<file path="src/common/lmcc_defs.svh">
/*
 file holds the offsets, field positions, reset values and counts of the
 legacy mode and context block as macros.
 assumes it is included by the package and by the design files.
*/
`ifndef LMCC_DEFS_SVH
`define LMCC_DEFS_SVH
`define LMCC_ST1_OBJ_BIT       9
`define LMCC_ST1_MAP_BIT       11
`define LMCC_ST1_RESET         16'h0803
`define LMCC_ST0_RESET         16'h0000
`define LMCC_XP_ZERO           32'h0000_0000
`define LMCC_XP_LOW_MASK_A     32'h0000_FFFF
`define LMCC_XP_LOW_MASK_B     32'h003F_FFFF
`define LMCC_CTX_WORDS         4'h7
`define LMCC_CTX_LAST          3'h6
`define LMCC_ST0_C_BIT         3
`define LMCC_ST0_Z_BIT         4
`define LMCC_ST0_N_BIT         5
`define LMCC_RAM_SEL_A         1'h0
`define LMCC_RAM_SEL_B         1'h1
`define LMCC_CLK_PERIOD_NS     100
`endif

</file>
<file path="src/common/lmcc_pkg.sv">
/*
 package holds the types of the legacy mode and context block.
 assumes lmcc_defs.svh is on the include path.
*/
`default_nettype none
`include "lmcc_defs.svh"
package lmcc_pkg;
   typedef enum logic [2:0] {
      LMCC_OP_NONE,
      LMCC_OP_OBJ_ENTER,
      LMCC_OP_OBJ_LEAVE,
      LMCC_OP_MAP_NATIVE,
      LMCC_OP_MAP_LEGACY,
      LMCC_OP_SUBCS,
      LMCC_OP_ST1_WRITE
   } lmcc_op_t;

   typedef enum logic [3:0] {
      LMCC_CL_ROTATE,
      LMCC_CL_NORMALIZE,
      LMCC_CL_COND_SUB,
      LMCC_CL_MAC,
      LMCC_CL_LISTED_MOVE,
      LMCC_CL_ADD_SUB,
      LMCC_CL_SHIFT,
      LMCC_CL_PROD_MOVE,
      LMCC_CL_OTHER
   } lmcc_class_t;

   typedef struct packed {
      logic        valid;
      logic [2:0]  idx;
      logic [31:0] data;
      logic        via_arith;
   } lmcc_ptr_wr_t;

   typedef struct packed {
      logic        valid;
      logic        rd_not_wr;
      logic [31:0] data;
   } lmcc_stack_t;

   typedef struct packed {
      logic [15:0] t;
      logic [15:0] st0;
      logic [31:0] acc;
      logic [31:0] prod;
      logic [15:0] ptr1;
      logic [15:0] ptr0;
      logic [15:0] dp;
      logic [15:0] st1;
      logic [15:0] dbg;
      logic [15:0] interrupt_enable_word;
      logic [31:0] pc;
   } lmcc_ctx_t;
endpackage : lmcc_pkg
`default_nettype wire

</file>
<file path="src/logic/lmcc_core.sv">
/*
 legacy mode and context control: mode bits, ram block swap, pointer
 guards, repeat eligibility, conditional subtract and context save/restore.
 assumes the stack memory takes one word per accepted stack beat and returns
 read data in the same cycle as the beat.
*/
// How it works
// - interrupt pushes seven 32-bit words in fixed order; return pops them back.
// - after reset both small ram blocks map identically in program and data.
// - swap map bit zero exchanges the blocks in program space only.
// - only the legacy map select instruction clears the swap map bit.
// - any reset restores the uniform native block mapping.
// - reset selects legacy object mode with legacy decode and timing.
// - legacy mode blocks writes to upper bits of extended pointers.
// - reset clears every extended pointer.
// - native object enter sets object mode; native decode follows.
// - native mode lets upper pointer bits be written, carries included.
// - repeat applies only to the eligible class; others run once.
// - conditional subtract uses a 34-bit difference, loads diff+1 or acc shifted.
// - carry takes the unsigned compare; zero and negative follow the result.
// - conditional subtract leaves overflow flag and counter alone.
// - mode or map instructions flush the pipeline.
// - swap map bit is bit 11, resets to one, survives restores.
// - object mode bit 9 saves and restores with status word one.
`default_nettype none
`include "lmcc_defs.svh"
module lmcc_core
   import lmcc_pkg::*;
(
   input  wire logic                 clk_sys_in,
   input  wire logic                 rst_n_in,
   input  wire logic                 ce_in,
   input  wire lmcc_pkg::lmcc_op_t   op_in,
   input  wire logic [15:0]          operand_in,
   input  wire logic [15:0]          st1_wr_in,
   input  wire lmcc_pkg::lmcc_ptr_wr_t ptr_wr_in,
   input  wire logic                 rpt_pending_in,
   input  wire lmcc_pkg::lmcc_class_t cls_in,
   input  wire logic                 int_req_in,
   input  wire logic                 iret_req_in,
   input  wire lmcc_pkg::lmcc_ctx_t  ctx_in,
   input  wire logic [31:0]          stack_rdata_in,
   input  wire logic                 ram_space_prog_in,
   input  wire logic                 ram_sel_in,
   output logic                      ram_phys_sel_out,
   output logic                      native_decode_out,
   output logic                      flush_out,
   output logic                      repeat_ok_out,
   output logic [31:0]               sum_out,
   output logic [15:0]               st0_out,
   output logic [15:0]               st1_out,
   output logic [255:0]              xptr_out,
   output lmcc_pkg::lmcc_stack_t     stack_out,
   output logic                      ctx_busy_out,
   output logic                      ctx_done_out,
   output lmcc_pkg::lmcc_ctx_t       ctx_out
);
   typedef enum logic [1:0] {LMCC_IDLE, LMCC_PUSH, LMCC_POP} lmcc_ctx_state_t;

   logic [15:0]     st0_r, st1_r;
   logic [31:0]     sum_r;
   logic            ram_phys_r, flush_r, repeat_r, done_r, busy_r;
   lmcc_ctx_state_t state_r;
   logic [2:0]      beat_r;
   lmcc_stack_t     stack_r;
   lmcc_ctx_t       ctx_r;
   logic [31:0]     xp_val [8];

   wire obj_w = st1_r[`LMCC_ST1_OBJ_BIT];
   wire map_w = st1_r[`LMCC_ST1_MAP_BIT];

   // conditional subtract datapath
   wire [32:0] acc_sh_w  = {sum_r, 1'b0};
   wire [32:0] opd_sh_w  = {1'b0, operand_in, 16'h0000};
   wire [33:0] diff_w    = {1'b0, acc_sh_w} - {1'b0, opd_sh_w};
   wire        ge_w      = (acc_sh_w >= opd_sh_w);
   wire [31:0] sub_res_w = ge_w ? diff_w[31:0] + 32'h0000_0001 : acc_sh_w[31:0];
   wire        is_sub_w  = (op_in == LMCC_OP_SUBCS) && state_r == LMCC_IDLE;

   // only C, Z, N move; overflow bit and counter field are kept as they were
   wire [15:0] st0_sub_w = {st0_r[15:6], sub_res_w[31], (sub_res_w == 32'h0000_0000), ge_w,
                            st0_r[2:0]};

   // status word one next values; map bit never follows written or popped data
   wire [15:0] st1_wr_keep_w = {st1_wr_in[15:12], map_w, st1_wr_in[10:0]};
   wire [15:0] st1_pop_w     = {stack_rdata_in[15:12], map_w, stack_rdata_in[10:0]};
   wire        mode_op_w     = (op_in == LMCC_OP_OBJ_ENTER) || (op_in == LMCC_OP_OBJ_LEAVE) ||
                               (op_in == LMCC_OP_MAP_NATIVE) || (op_in == LMCC_OP_MAP_LEGACY);

   // context beats: word i of the push order
   logic [31:0] push_word_w;
   always_comb
   begin
      push_word_w = 32'h0000_0000;
      unique case (beat_r)
         3'h0: push_word_w = {ctx_in.t, st0_r};
         3'h1: push_word_w = ctx_in.acc;
         3'h2: push_word_w = ctx_in.prod;
         3'h3: push_word_w = {ctx_in.ptr1, ctx_in.ptr0};
         3'h4: push_word_w = {ctx_in.dp, st1_r};
         3'h5: push_word_w = {ctx_in.dbg, ctx_in.interrupt_enable_word};
         3'h6: push_word_w = ctx_in.pc;
         default: push_word_w = 32'h0000_0000;
      endcase
   end
   // pops run in reverse so the last word pushed is the first restored
   // a read beat is registered, so its data is taken one edge later when beat_r has moved on
   wire       pop_beat_w = stack_r.valid && stack_r.rd_not_wr;
   wire [2:0] pop_idx_w  = `LMCC_CTX_LAST + 3'h1 - beat_r;

   // repeat eligibility is the same in both object modes
   wire elig_w = (cls_in != LMCC_CL_OTHER);

   always_ff @(posedge clk_sys_in)
   begin
      if (!rst_n_in)
      begin
         st0_r      <= `LMCC_ST0_RESET;
         st1_r      <= `LMCC_ST1_RESET;
         sum_r      <= 32'h0000_0000;
         ram_phys_r <= `LMCC_RAM_SEL_A;
         flush_r    <= 1'b0;
         repeat_r   <= 1'b0;
         done_r     <= 1'b0;
         state_r    <= LMCC_IDLE;
         busy_r     <= 1'b0;
         beat_r     <= 3'h0;
         stack_r    <= '0;
         ctx_r      <= '0;
      end
      else if (ce_in)
      begin
         // swap only when program space is addressed and legacy map is active
         ram_phys_r <= (ram_space_prog_in && !map_w) ? ~ram_sel_in : ram_sel_in;
         flush_r    <= mode_op_w && state_r == LMCC_IDLE;
         repeat_r   <= rpt_pending_in && elig_w;
         done_r     <= 1'b0;
         stack_r    <= '0;
         if (is_sub_w)
         begin
            sum_r <= sub_res_w;
            st0_r <= st0_sub_w;
         end
         unique case (state_r)
            LMCC_IDLE:
            begin
               if (int_req_in)
               begin
                  state_r <= LMCC_PUSH;
                  busy_r  <= 1'b1;
                  beat_r  <= 3'h0;
               end
               else if (iret_req_in)
               begin
                  state_r <= LMCC_POP;
                  busy_r  <= 1'b1;
                  beat_r  <= 3'h0;
               end
               unique case (op_in)
                  LMCC_OP_OBJ_ENTER:  st1_r[`LMCC_ST1_OBJ_BIT] <= 1'b1;
                  LMCC_OP_OBJ_LEAVE:  st1_r[`LMCC_ST1_OBJ_BIT] <= 1'b0;
                  LMCC_OP_MAP_NATIVE: st1_r[`LMCC_ST1_MAP_BIT] <= 1'b1;
                  LMCC_OP_MAP_LEGACY: st1_r[`LMCC_ST1_MAP_BIT] <= 1'b0;
                  LMCC_OP_ST1_WRITE:  st1_r <= st1_wr_keep_w;
                  default: ;
               endcase
            end
            LMCC_PUSH:
            begin
               stack_r <= '{valid: 1'b1, rd_not_wr: 1'b0, data: push_word_w};
               beat_r  <= beat_r + 3'h1;
               if (beat_r == `LMCC_CTX_LAST)
               begin
                  state_r <= LMCC_IDLE;
                  busy_r  <= 1'b0;
                  done_r  <= 1'b1;
               end
            end
            LMCC_POP:
            begin
               stack_r <= '{valid: 1'b1, rd_not_wr: 1'b1, data: 32'h0000_0000};
               beat_r  <= beat_r + 3'h1;
               if (beat_r == `LMCC_CTX_LAST)
               begin
                  state_r <= LMCC_IDLE;
                  busy_r  <= 1'b0;
                  done_r  <= 1'b1;
               end
            end
            default:
            begin
               state_r <= LMCC_IDLE;
               busy_r  <= 1'b0;
            end
         endcase
         // read data stands while the read beat is out, so the last word lands one edge after done
         if (pop_beat_w)
         begin
            unique case (pop_idx_w)
               3'h0:
               begin
                  ctx_r.t <= stack_rdata_in[31:16];
                  st0_r   <= stack_rdata_in[15:0];
               end
               3'h1: ctx_r.acc <= stack_rdata_in;
               3'h2: ctx_r.prod <= stack_rdata_in;
               3'h3: {ctx_r.ptr1, ctx_r.ptr0} <= stack_rdata_in;
               3'h4:
               begin
                  ctx_r.dp <= stack_rdata_in[31:16];
                  st1_r    <= st1_pop_w;
               end
               3'h5: {ctx_r.dbg, ctx_r.interrupt_enable_word} <= stack_rdata_in;
               3'h6: ctx_r.pc <= stack_rdata_in;
               default: ;
            endcase
         end
      end
   end

   // a pointer write lands only in the register picked by its index; eight guarded cells, one per register
   genvar gi;
   generate
      for (gi = 0; gi < 8; gi++)
      begin : g_xp
         lmcc_xptr #(
            .LOW_MASK ((gi < 6) ? `LMCC_XP_LOW_MASK_A : `LMCC_XP_LOW_MASK_B)
         ) u_xp (
            .clk_sys_in (clk_sys_in),
            .rst_n_in   (rst_n_in),
            .ce_in      (ce_in),
            .wr_in      (ptr_wr_in.valid && ptr_wr_in.idx == 3'(gi)),
            .native_in  (obj_w),
            .data_in    (ptr_wr_in.data),
            .value_out  (xp_val[gi])
         );
         assign xptr_out[gi*32 +: 32] = xp_val[gi];
      end
   endgenerate

   assign ram_phys_sel_out  = ram_phys_r;
   assign native_decode_out = obj_w;
   assign flush_out         = flush_r;
   assign repeat_ok_out     = repeat_r;
   assign sum_out           = sum_r;
   assign st0_out           = st0_r;
   assign st1_out           = st1_r;
   assign stack_out         = stack_r;
   assign ctx_busy_out      = busy_r;
   assign ctx_done_out      = done_r;
   assign ctx_out           = ctx_r;

   chk_map_clear_src : assert property (@(posedge clk_sys_in) disable iff (!rst_n_in)
      ($fell(st1_r[`LMCC_ST1_MAP_BIT])) |-> $past(op_in == LMCC_OP_MAP_LEGACY && ce_in))
      else $error("swap map bit cleared without legacy map select");
   chk_reset_mode : assert property (@(posedge clk_sys_in)
      (!rst_n_in) |=> (st1_r[`LMCC_ST1_OBJ_BIT] == 1'b0 && st1_r[`LMCC_ST1_MAP_BIT] == 1'b1))
      else $error("reset did not restore legacy mode and native map");
   chk_ptr_reset : assert property (@(posedge clk_sys_in)
      (!rst_n_in) |=> (xptr_out == 256'h0))
      else $error("reset did not clear the extended pointers");
   chk_data_noswap : assert property (@(posedge clk_sys_in) disable iff (!rst_n_in)
      (ce_in && !ram_space_prog_in) |=> (ram_phys_sel_out == $past(ram_sel_in)))
      else $error("data space access was swapped");
   chk_obj_enter : assert property (@(posedge clk_sys_in) disable iff (!rst_n_in)
      (ce_in && state_r == LMCC_IDLE && op_in == LMCC_OP_OBJ_ENTER) |=> native_decode_out)
      else $error("object enter did not select native decode");
   chk_flush_mode : assert property (@(posedge clk_sys_in) disable iff (!rst_n_in)
      (ce_in && state_r == LMCC_IDLE && mode_op_w) |=> flush_out)
      else $error("mode instruction did not flush");
   chk_pop_map_keep : assert property (@(posedge clk_sys_in) disable iff (!rst_n_in)
      (state_r == LMCC_POP) |=> $stable(st1_r[`LMCC_ST1_MAP_BIT]))
      else $error("restore changed the swap map bit");
   chk_sub_ovf_keep : assert property (@(posedge clk_sys_in) disable iff (!rst_n_in)
      (ce_in && is_sub_w) |=> (st0_r[15:6] == $past(st0_r[15:6])))
      else $error("conditional subtract touched overflow state");
   chk_sub_result : assert property (@(posedge clk_sys_in) disable iff (!rst_n_in)
      (ce_in && is_sub_w && ge_w) |=> (sum_r == $past(diff_w[31:0]) + 32'h0000_0001 && st0_r[3]))
      else $error("conditional subtract result wrong");
   // a stalled clock enable stretches the push, hence the wide upper bound
   chk_push_len : assert property (@(posedge clk_sys_in) disable iff (!rst_n_in)
      (state_r == LMCC_IDLE && ce_in && int_req_in) |-> ##[8:300] done_r)
      else $error("context push did not finish");
   chk_repeat_other : assert property (@(posedge clk_sys_in) disable iff (!rst_n_in)
      (ce_in && cls_in == LMCC_CL_OTHER) |=> !repeat_ok_out)
      else $error("repeat granted to ineligible instruction");
endmodule : lmcc_core
`default_nettype wire

</file>
<file path="src/logic/lmcc_xptr.sv">
/*
 one extended pointer register with its upper-bit write guard.
 qualifies writes with its own clock enable input; writes arrive unqualified.
*/
`default_nettype none
`include "lmcc_defs.svh"
module lmcc_xptr #(
   parameter logic [31:0] LOW_MASK = `LMCC_XP_LOW_MASK_A
) (
   input  wire logic        clk_sys_in,
   input  wire logic        rst_n_in,
   input  wire logic        ce_in,
   input  wire logic        wr_in,
   input  wire logic        native_in,
   input  wire logic [31:0] data_in,
   output logic      [31:0] value_out
);
   logic [31:0] value_r;
   logic [31:0] value_nxt;
   wire  [31:0] keep_mask = native_in ? 32'h0000_0000 : ~LOW_MASK;

   // in legacy mode upper bits hold; nonzero leftovers stay until software clears them
   assign value_nxt = (value_r & keep_mask) | (data_in & ~keep_mask);

   always_ff @(posedge clk_sys_in)
   begin
      if (!rst_n_in)
         value_r <= `LMCC_XP_ZERO;
      else if (ce_in && wr_in)
         value_r <= value_nxt;
   end

   assign value_out = value_r;

   chk_upper_guard : assert property (@(posedge clk_sys_in) disable iff (!rst_n_in)
      (ce_in && wr_in && !native_in) |=> ((value_r & ~LOW_MASK) == $past(value_r & ~LOW_MASK)))
      else $error("upper pointer bits changed in legacy mode");
endmodule : lmcc_xptr
`default_nettype wire

</file>
<file path="config.mk">
export PLATFORM = sky130hd
export DESIGN_NAME = lmcc_core
export DESIGN_NICKNAME = d
export VERILOG_FILES = /design/src/common/lmcc_pkg.sv /design/src/logic/lmcc_core.sv /design/src/logic/lmcc_xptr.sv
export VERILOG_INCLUDE_DIRS = /design/src /design/src/common
export SDC_FILE = /design/constraint.sdc
export NUM_CORES = 1
export LEC_CHECK = 0
export BUFFER_PORTS_ARGS = -buffer_cell sky130_fd_sc_hd__buf_4
export CORE_AREA = 2 2 364 366
export CTS_CLUSTER_DIAMETER = 150
export CTS_CLUSTER_SIZE = 28
export DETAILED_ROUTE_END_ITERATION = 6
export DIE_AREA = 0 0 366 368
export PLACE_DENSITY = 0.38
export RECOVER_POWER = 100
export SETUP_SLACK_MARGIN = 0.02
export SYNTH_ARGS = -nofsm -noshare
export SYNTH_HDL_FRONTEND = slang
export SYNTH_SLANG_ARGS = --single-unit
</file>
<file path="constraint.sdc">
create_clock -name clk_sys_in -period 3.9 [get_ports clk_sys_in]
set_clock_uncertainty 0.1 [all_clocks]
set_input_delay 0.975 -clock clk_sys_in [delete_from_list [all_inputs] [get_ports clk_sys_in]]
set_output_delay 0.975 -clock clk_sys_in [all_outputs]
set_load 0.005 [all_outputs]
</file>
Yosys cells after proc, flatten, opt, wreduce, memory -nomap -nowiden
Index checks and enable logic that the tools add are counted.
{ "totals": {"output_inout_bits": 584, "elab_cells": 161, "romBits": 0, "in_bits": 340, "reg_bits": 556, "mem_bits_rw": 0, "mem_count": 0, "latch_bits": 0} }
{ "classes": {"shifts": 0, "n_mul": 0, "eq_ne": 31, "mux": 30, "reduce_logical": 43, "bitwise_logic": 21, "div": 0, "magnitude_cmp": 1, "addsub": 4} }
{ "op_table": {"columns": ["operator", "n"], "rows": [
  ["$and A32 B32 Y32", 10],
  ["$or A32 B32 Y32", 8],
  ["$pmux W32 S7", 1],
  ["$mux W32", 3],
  ["$mux W16", 5],
  ["$pmux W34 S2", 1],
  ["$not A32 Y32", 2],
  ["$eq A3 B3 Y1 const B", 13],
  ["$ge A33 B32 Y1", 1],
  ["$add A32 B1 Y32 const B", 1],
  ["$logic_not A32 Y1", 1],
  ["$sub A32 B32 Y32", 1],
  ["$reduce_and A3 Y1", 9],
  ["$eq A3 B2 Y1 const B", 8],
  ["$logic_and A1 B1 Y1", 21],
  ["$eq A3 B1 Y1 const B", 4],
  ["$logic_not A3 Y1", 3],
  ["$mux W9", 1],
  ["$mux W1", 7],
  ["$mux W2", 3],
  ["$mux W3", 2],
  ["$mux W6", 1],
  ["$pmux W3 S2", 1],
  ["$mux W4", 1],
  ["18 further kinds", 22]
]} }

Longest topological paths before layout
Gate-level depths: netlist of the first run.
{ "logic_depth": {"depth_word": 7, "mapped_depth": 13, "depth_no_buf": 12} }

Cells and area by module
From an unflattened synthesis of the first run, not the netlist that was laid out.
{ "hier_totals": {"hier_cells": 3072, "area_unflattened_um2": 25841.0} }
{ "by_module_without_submodules": {"columns": ["module", "cells_each", "n_inst", "area_each_um2"], "rows": [
  ["lmcc_core", 1934, 1, 14983.1],
  ["lmcc_xptr (g_xp[0].u_xp ...)", 142, 6, 1350.0],
  ["lmcc_xptr (g_xp[6].u_xp ...)", 143, 2, 1378.8]
]} }

Worst setup path before layout of the first run
OpenSTA, ideal clock, no wires.
{ "synth_path": {"path_type": "input to register", "start": "in operand_in[7]", "end": "reg sum_r[27] (netlist: sum_out[27])", "arrival_time_ns": 3.470, "setup_ns": 0.070, "t_required_ns": 3.730, "stages": 12, "setup_slack_ns": 0.260, "cell_sequence": "inv_1 -> ha_1 -> fa_1 -> buf_2 -> a21o_1 -> a21oi_1 -> o21bai_1 -> or3_1 -> or4_1 -> a21bo_2 -> a31o_1 -> a21oi_1"} }
{ "synth_between": {"elab_chain_cells": 3, "elab_cells_between_ends": 4, "cone_classes": "2 x add/sub; 1 x order compare; 1 x mux"} }
{ "synth_rtl": {"columns": ["element", "line_no", "source"], "rows": [
  ["from (decl)", "lmcc_core.sv:34", "input wire logic [15:0] operand_in,"],
  ["$sub A32 B32 Y32", "lmcc_core.sv:75", "wire [33:0] diff_w = {1'b0, acc_sh_w} - {1'b0, opd_sh_w};"],
  ["$add A32 B1 Y32", "lmcc_core.sv:77", "wire [31:0] sub_res_w = ge_w ? diff_w[31:0] + 32'h0000_0001 : acc_sh_w[31:0];"],
  ["$mux W32 (*)", "lmcc_core.sv:77", null],
  ["to (signal assigned)", "lmcc_core.sv:141", "sum_r <= sub_res_w;"],
  ["to (decl)", "lmcc_core.sv:61", "logic [31:0] sum_r;"]
]} }
Every way passes the cells marked *; elsewhere a longest branch is shown, timed or not.
A chain may end at the register's enable or synchronous reset.

==> results.yml, run 1 <==
outcome:
  status: "complete, but fails checks"
  failed_checks: "design-rule violations, max-capacitance violations, max-slew violations"
synthesis:
  synth_flop_cell: "dfxtp_1"
  synthTopCellsByArea: "dfxtp_1, nand2_1, a21oi_1"
  yosysTopAreaCell: "dfxtp_1"
  synth_cell_types: 87
  synth_edf_count: 0
  yosys.area.top_type_share: 0.461
  netlist_area_um2: 24100
  ys_warn_count: 0
  ys_seq_area_frac: 0.461
  async_flop_share: 0
  avgSynthCellArea_um2: 7.71
  netlist_instances: 3129
  synth_seq_cells: 556
place:
  place_congestion: 0.856
  dp_cells: 5565
  dp_hpwl_um: 100000
  portBuffers: 857
critical_path:
  crit_arrival_ps: 3960
  crit_path_end_kind: "register"
  reg2reg_depth: 11
  r2r_slack_ps: 480
  r2r-end: "sum_out[30]"
  critPathMaxFanout: 13
  crit_required_ps: 4330
  cp-start-kind: "primary input"
  crit_type: "primary input to register"
  r2r-start: "sum_out[20]"
clock_tree:
  cts_made_buffers: 27
  insertion_delay_ps: 650
  ctsHoldBuffers: 0
  htree_levels: 1
  cts_tree: "yes"
  clockBufferDepth: 3
  root_buffer: "clkbuf_16"
  cts_resized: 0
  cts_num_sinks: 556
  clk_pin_slew_ps: 110
  postCtsSetupBuffers: 0
timing:
  slew_viol_final: 145
  setup_viol: 0
  rsz0062_at_grt: "false"
  slew_headroom: -0.101
  fmax_mhz: 283
  period_needed_ps: 3530
  fin_tns_setup_ps: 0
  min_period_over_period: 0.906
  tightestPinTransition_ps: 1650
  hold_viol: 0
detailed_routing:
  vias: 24500
  drt-initial-drc-count: 1868
  routedWlPerCell_um: 23.6
  drt_wl_total_um: 132000
  route.detailed.drc: 17
  ant_nets: 0
  firstDrtPassIters: 7
  viasPerCell: 4.36
power_and_ir_drop:
  power.share.switching: 0.288
  p_seq_frac: 0.541
  power.leakage_nw: 11.5
  peakVddDrop_mv: 0.291
  p_clk_frac: 0.345
  p_sw_mw: 3.07
  power_density_nw_per_um2: 336
  pwr-share-comb: 0.114
  p_int_mw: 7.59
finish:
  layout.nets: 4249
  area_growth_pct: 31.4
  drive_above_1_share: 0.170
  fin_cells: 5605
  final_common_cell: "nand2_1"
  final_cell_mix: "nand2_1, a21oi_1, dfxtp_1"
global_route:
  grt_max_degree: 125
  grt_usage: 0.187
  grt_pass1_wl_um: 185000
  grt_pass1_vias: 23400
  antenna_found_initial: 13
  globalRoute.totalOverflow: 0
die:
  initial_core_util: 0.184
  dieArea_um2: 135000
  num_rows: 133
  die_y_um: 368
  die_x_um: 366
  io_pins: 924
  core-area_um2: 131000
run:
  cap_violations: 2
hold_path:
  hold_depth: 2
  worstHoldPathType: "register to register"
## metrics by stage
step           worst slack (ps)  area, µm²  hold slack (ps)  utilization  power (mW)
2_1_floorplan               260      24200              349            -        6.44
3_3_place_gp              -49.5      32300              342        0.247        7.17
3_5_place_dp              -29.1      32300              347        0.247        7.17
4_1_cts                     547      33200              362        0.254        10.9
5_1_grt                     184      31700              375        0.242        11.1
6_report                    367      31700              360        0.242        10.7
## per-layer routing
metal  global-route usage  vias up  wire (µm)
met5                    0        -         79
met4               0.0381       12       3090
met3               0.0479      109       8790
met2                0.308      762      60800
met1                0.246    11800      59300
li1                     -    11800          -
## cells by family after synthesis
| family | share of synthesized area |
|---|---|
| simple gates | 0.214 |
| compound gates | 0.194 |
| mux | 0.0154 |
| flops | 0.461 |
| fa+ha+maj | 0.0385 |
| xor+xnor | 0.00762 |
| buf+inv | 0.0693 |
| other cells | 0.000155 |
## worst max-delay path by stage
stage                  start           to  cells past startpoint
2_1_floorplan  operand_in[7]  sum_out[27]                     12
3_3_place_gp   operand_in[7]   st0_out[5]                     12
3_5_place_dp   operand_in[7]   st0_out[5]                     12
4_1_cts          sum_out[20]  sum_out[31]                     11
5_1_grt                ce_in   st1_out[2]                      7
6_report               ce_in   st1_out[2]                      7
## power by group through the flow
stage | clock (mW) | sequential [mW] | combinational, mW
finish | 3.68 | 5.77 | 1.22
global route | 4.04 | 5.78 | 1.32
CTS | 3.90 | 5.77 | 1.27
detailed placement | 0 | 5.90 | 1.27
global placement | 0 | 5.90 | 1.27
floorplan | 0 | 5.88 | 0.558
## Yosys cell counts, types with 3 or more instances
cell type	count
buf_2	14
ha_1	63
clkbuf_8	3
nor3_1	8
nor2b_1	11
o21ai_0	34
nand2b_1	12
nand3_1	18
or2_2	7
clkbuf_1	191
mux2i_1	36
a222oi_1	64
inv_1	71
fa_1	7
dfxtp_1	556
buf_4	64
xnor2_1	15
nor3b_1	3
o31a_1	3
or4_1	4
nor2_1	156
nor4_1	6
a211o_1	4
o21bai_1	5
nand3b_1	3
nand2_1	1000
a31oi_1	7
clkbuf_2	6
a311oi_1	7
and2_1	14
or3_1	9
xor2_1	6
a211oi_1	13
a21oi_1	597
o221ai_1	14
nand4_1	8
a21o_1	5
and3_1	4
o211ai_1	9
o21a_1	5
buf_1	11
## layout make-up
class	instances	area, µm²
diodes	2	5.00
clock buffers	29	683
clock inverters	9	184
fillers	14800	99100
inverters	72	273
multi-input cells	2241	11500
flip-flops and latches	556	11100
well taps	1755	2200
repair buffers	941	5750
## worst max-delay path: stages
cell	delay, ps
clkbuf_1	700
clkbuf_1	810
nand2_1	140
nor2_1	240
nand2_1	520
o221ai_1	430
nor2_1	80
No activity file was read; power rests on OpenSTA's default activity.
==> run 2: changes to the inputs <==
Settings changed: REMOVE_ABC_BUFFERS set to 1.
==> run 2 against run 1 <==
Effect of this change:
- highest routed layer unchanged
- non-clock buffer count grew 19
- sequential share of layout area down 0.26 points
- combinational power barely moved
- the run ends with max-capacitance violations, max-slew violations left
- largest cell class unchanged
- sequential power barely moved
==> results.yml, run 2 (synthesis results as in run 1) <==
run:
  cap_violations: 1
die:
  initial_core_util: 0.184
  die_y_um: 368
  die_x_um: 366
  io_pins: 924
  dieArea_um2: 135000
  num_rows: 133
  core-area_um2: 131000
clock_tree:
  ctsHoldBuffers: 0
  htree_levels: 1
  clk_pin_slew_ps: 120
  postCtsSetupBuffers: 0
  cts_tree: "yes"
  root_buffer: "clkbuf_16"
  clockBufferDepth: 3
  cts_made_buffers: 28
  cts_num_sinks: 556
  cts_resized: 0
  insertion_delay_ps: 660
finish:
  area_growth_pct: 32.4
  final_cell_mix: "nand2_1, a21oi_1, dfxtp_1"
  multiInputGateArea_um2: 11500
  fin_cells: 5624
  drive_above_1_share: 0.174
  regArea_um2: 11100
  fillers: 14800
  fin_util: 0.244
  final_common_cell: "nand2_1"
  layout.nets: 4269
hold_path:
  worstHoldPathType: "register to register"
place:
  dp_hpwl_um: 97800
  portBuffers: 857
  place_congestion: 0.833
  dp_cells: 5584
  pre_cts_slack_ps: -31.2
timing:
  fmax_mhz: 287
  hold_viol: 0
  fin_hold_ws_ps: 360
  tightestPinTransition_ps: 1720
  min_period_over_period: 0.892
  rsz0062_at_grt: "false"
  worst_slack_ps: 419
  slew_viol_final: 28
  slew_headroom: -0.145
  period_needed_ps: 3480
  setup_viol: 0
critical_path:
  crit_type: "primary input to register"
  worstSetupEndpoint: "st1_out[1]"
  startpoint: "ce_in"
  worst-path-stages: 6
  critPathMaxFanout: 17
  cp_top_family: "buffers and inverters"
  r2r-start: "beat_r[2]"
  cp_slowest_stage_delay_ps: 970
  crit_path_end_kind: "register"
  crit_required_ps: 4330
  r2r-end: "ctx_out[136]"
  r2r_slack_ps: 440
  cp-start-kind: "primary input"
  path_cells: "buf_4 -> clkinvlp_2 -> clkbuf_1 -> a21oi_1 -> clkbuf_2 -> o221ai_1"
  reg2reg_depth: 7
  slowest_stage: "clkinvlp_2"
  crit_arrival_ps: 3910
  path_buf_inv: 4
detailed_routing:
  ant_nets: 0
  drt-initial-drc-count: 1624
  firstDrtPassIters: 6
  drt_wl_total_um: 133000
  vias: 24300
  routedWlPerCell_um: 23.7
  viasPerCell: 4.33
  route.detailed.drc: 0
global_route:
  grt_pass1_wl_um: 184000
  grt_max_degree: 84
  grt_usage: 0.188
  grt_pass1_vias: 23400
  antenna_found_initial: 11
  globalRoute.totalOverflow: 0
power_and_ir_drop:
  peakVddDrop_mv: 0.257
  power_density_nw_per_um2: 337
  power.leakage_nw: 11.7
outcome:
  failed_checks: "max-capacitance violations, max-slew violations"
  status: "complete, but fails checks"
## run 2: routing by layer
metal / share of wire / vias to the layer above / GRT usage
li1: - / 11900 / -
met1: 0.41 / 11600 / 0.223
met2: 0.50 / 772 / 0.340
met3: 0.068 / 96 / 0.0485
met4: 0.022 / 4 / 0.0396
met5: 0.00017 / - / 0
## run 2: stage by stage
step / total power, mW / area, µm² / setup TNS (ps)
2_1_floorplan: 6.34 / 22800 / -2669230
3_3_place_gp: 7.15 / 32500 / -100
3_5_place_dp: 7.15 / 32500 / -54.7
4_1_cts: 11.0 / 33400 / 0
5_1_grt: 11.2 / 31900 / 0
6_report: 10.8 / 31900 / 0
## run 2: worst min-delay path, cell delays in order (launching register included)
cell and delay (ps):
dfxtp_1 330, nand2_1 50, a21oi_1 50
## run 2: how the worst min path moves through the flow
stage / start / to / slack, ps / cells past startpoint
floorplan: register / register / 350 / 2
global placement: ctx_out[4] / ctx_out[4] / 340 / 2
detailed placement: g_xp[5].u_xp.value_out[1] / g_xp[5].u_xp.value_out[1] / 350 / 2
CTS: ctx_out[160] / ctx_out[160] / 360 / 2
global route: register / register / 370 / 2
finish: g_xp[5].u_xp.value_out[1] / g_xp[5].u_xp.value_out[1] / 360 / 2
## run 2: power by group
group / internal (mW) / switching (mW) / total (mW)
logic: 0.476 / 0.732 / 1.21
registers: 5.72 / 0.0443 / 5.76
clock network: 1.50 / 2.29 / 3.79
## run 2: layout make-up
class | count | share of cell area
diodes | 2 | 0.000157
clock buffers | 29 | 0.0227
clock inverters | 9 | 0.00572
inverters | 72 | 0.00877
multi-input cells | 2241 | 0.360
flip-flops and latches | 556 | 0.348
well taps | 1755 | 0.0687
repair buffers | 960 | 0.186
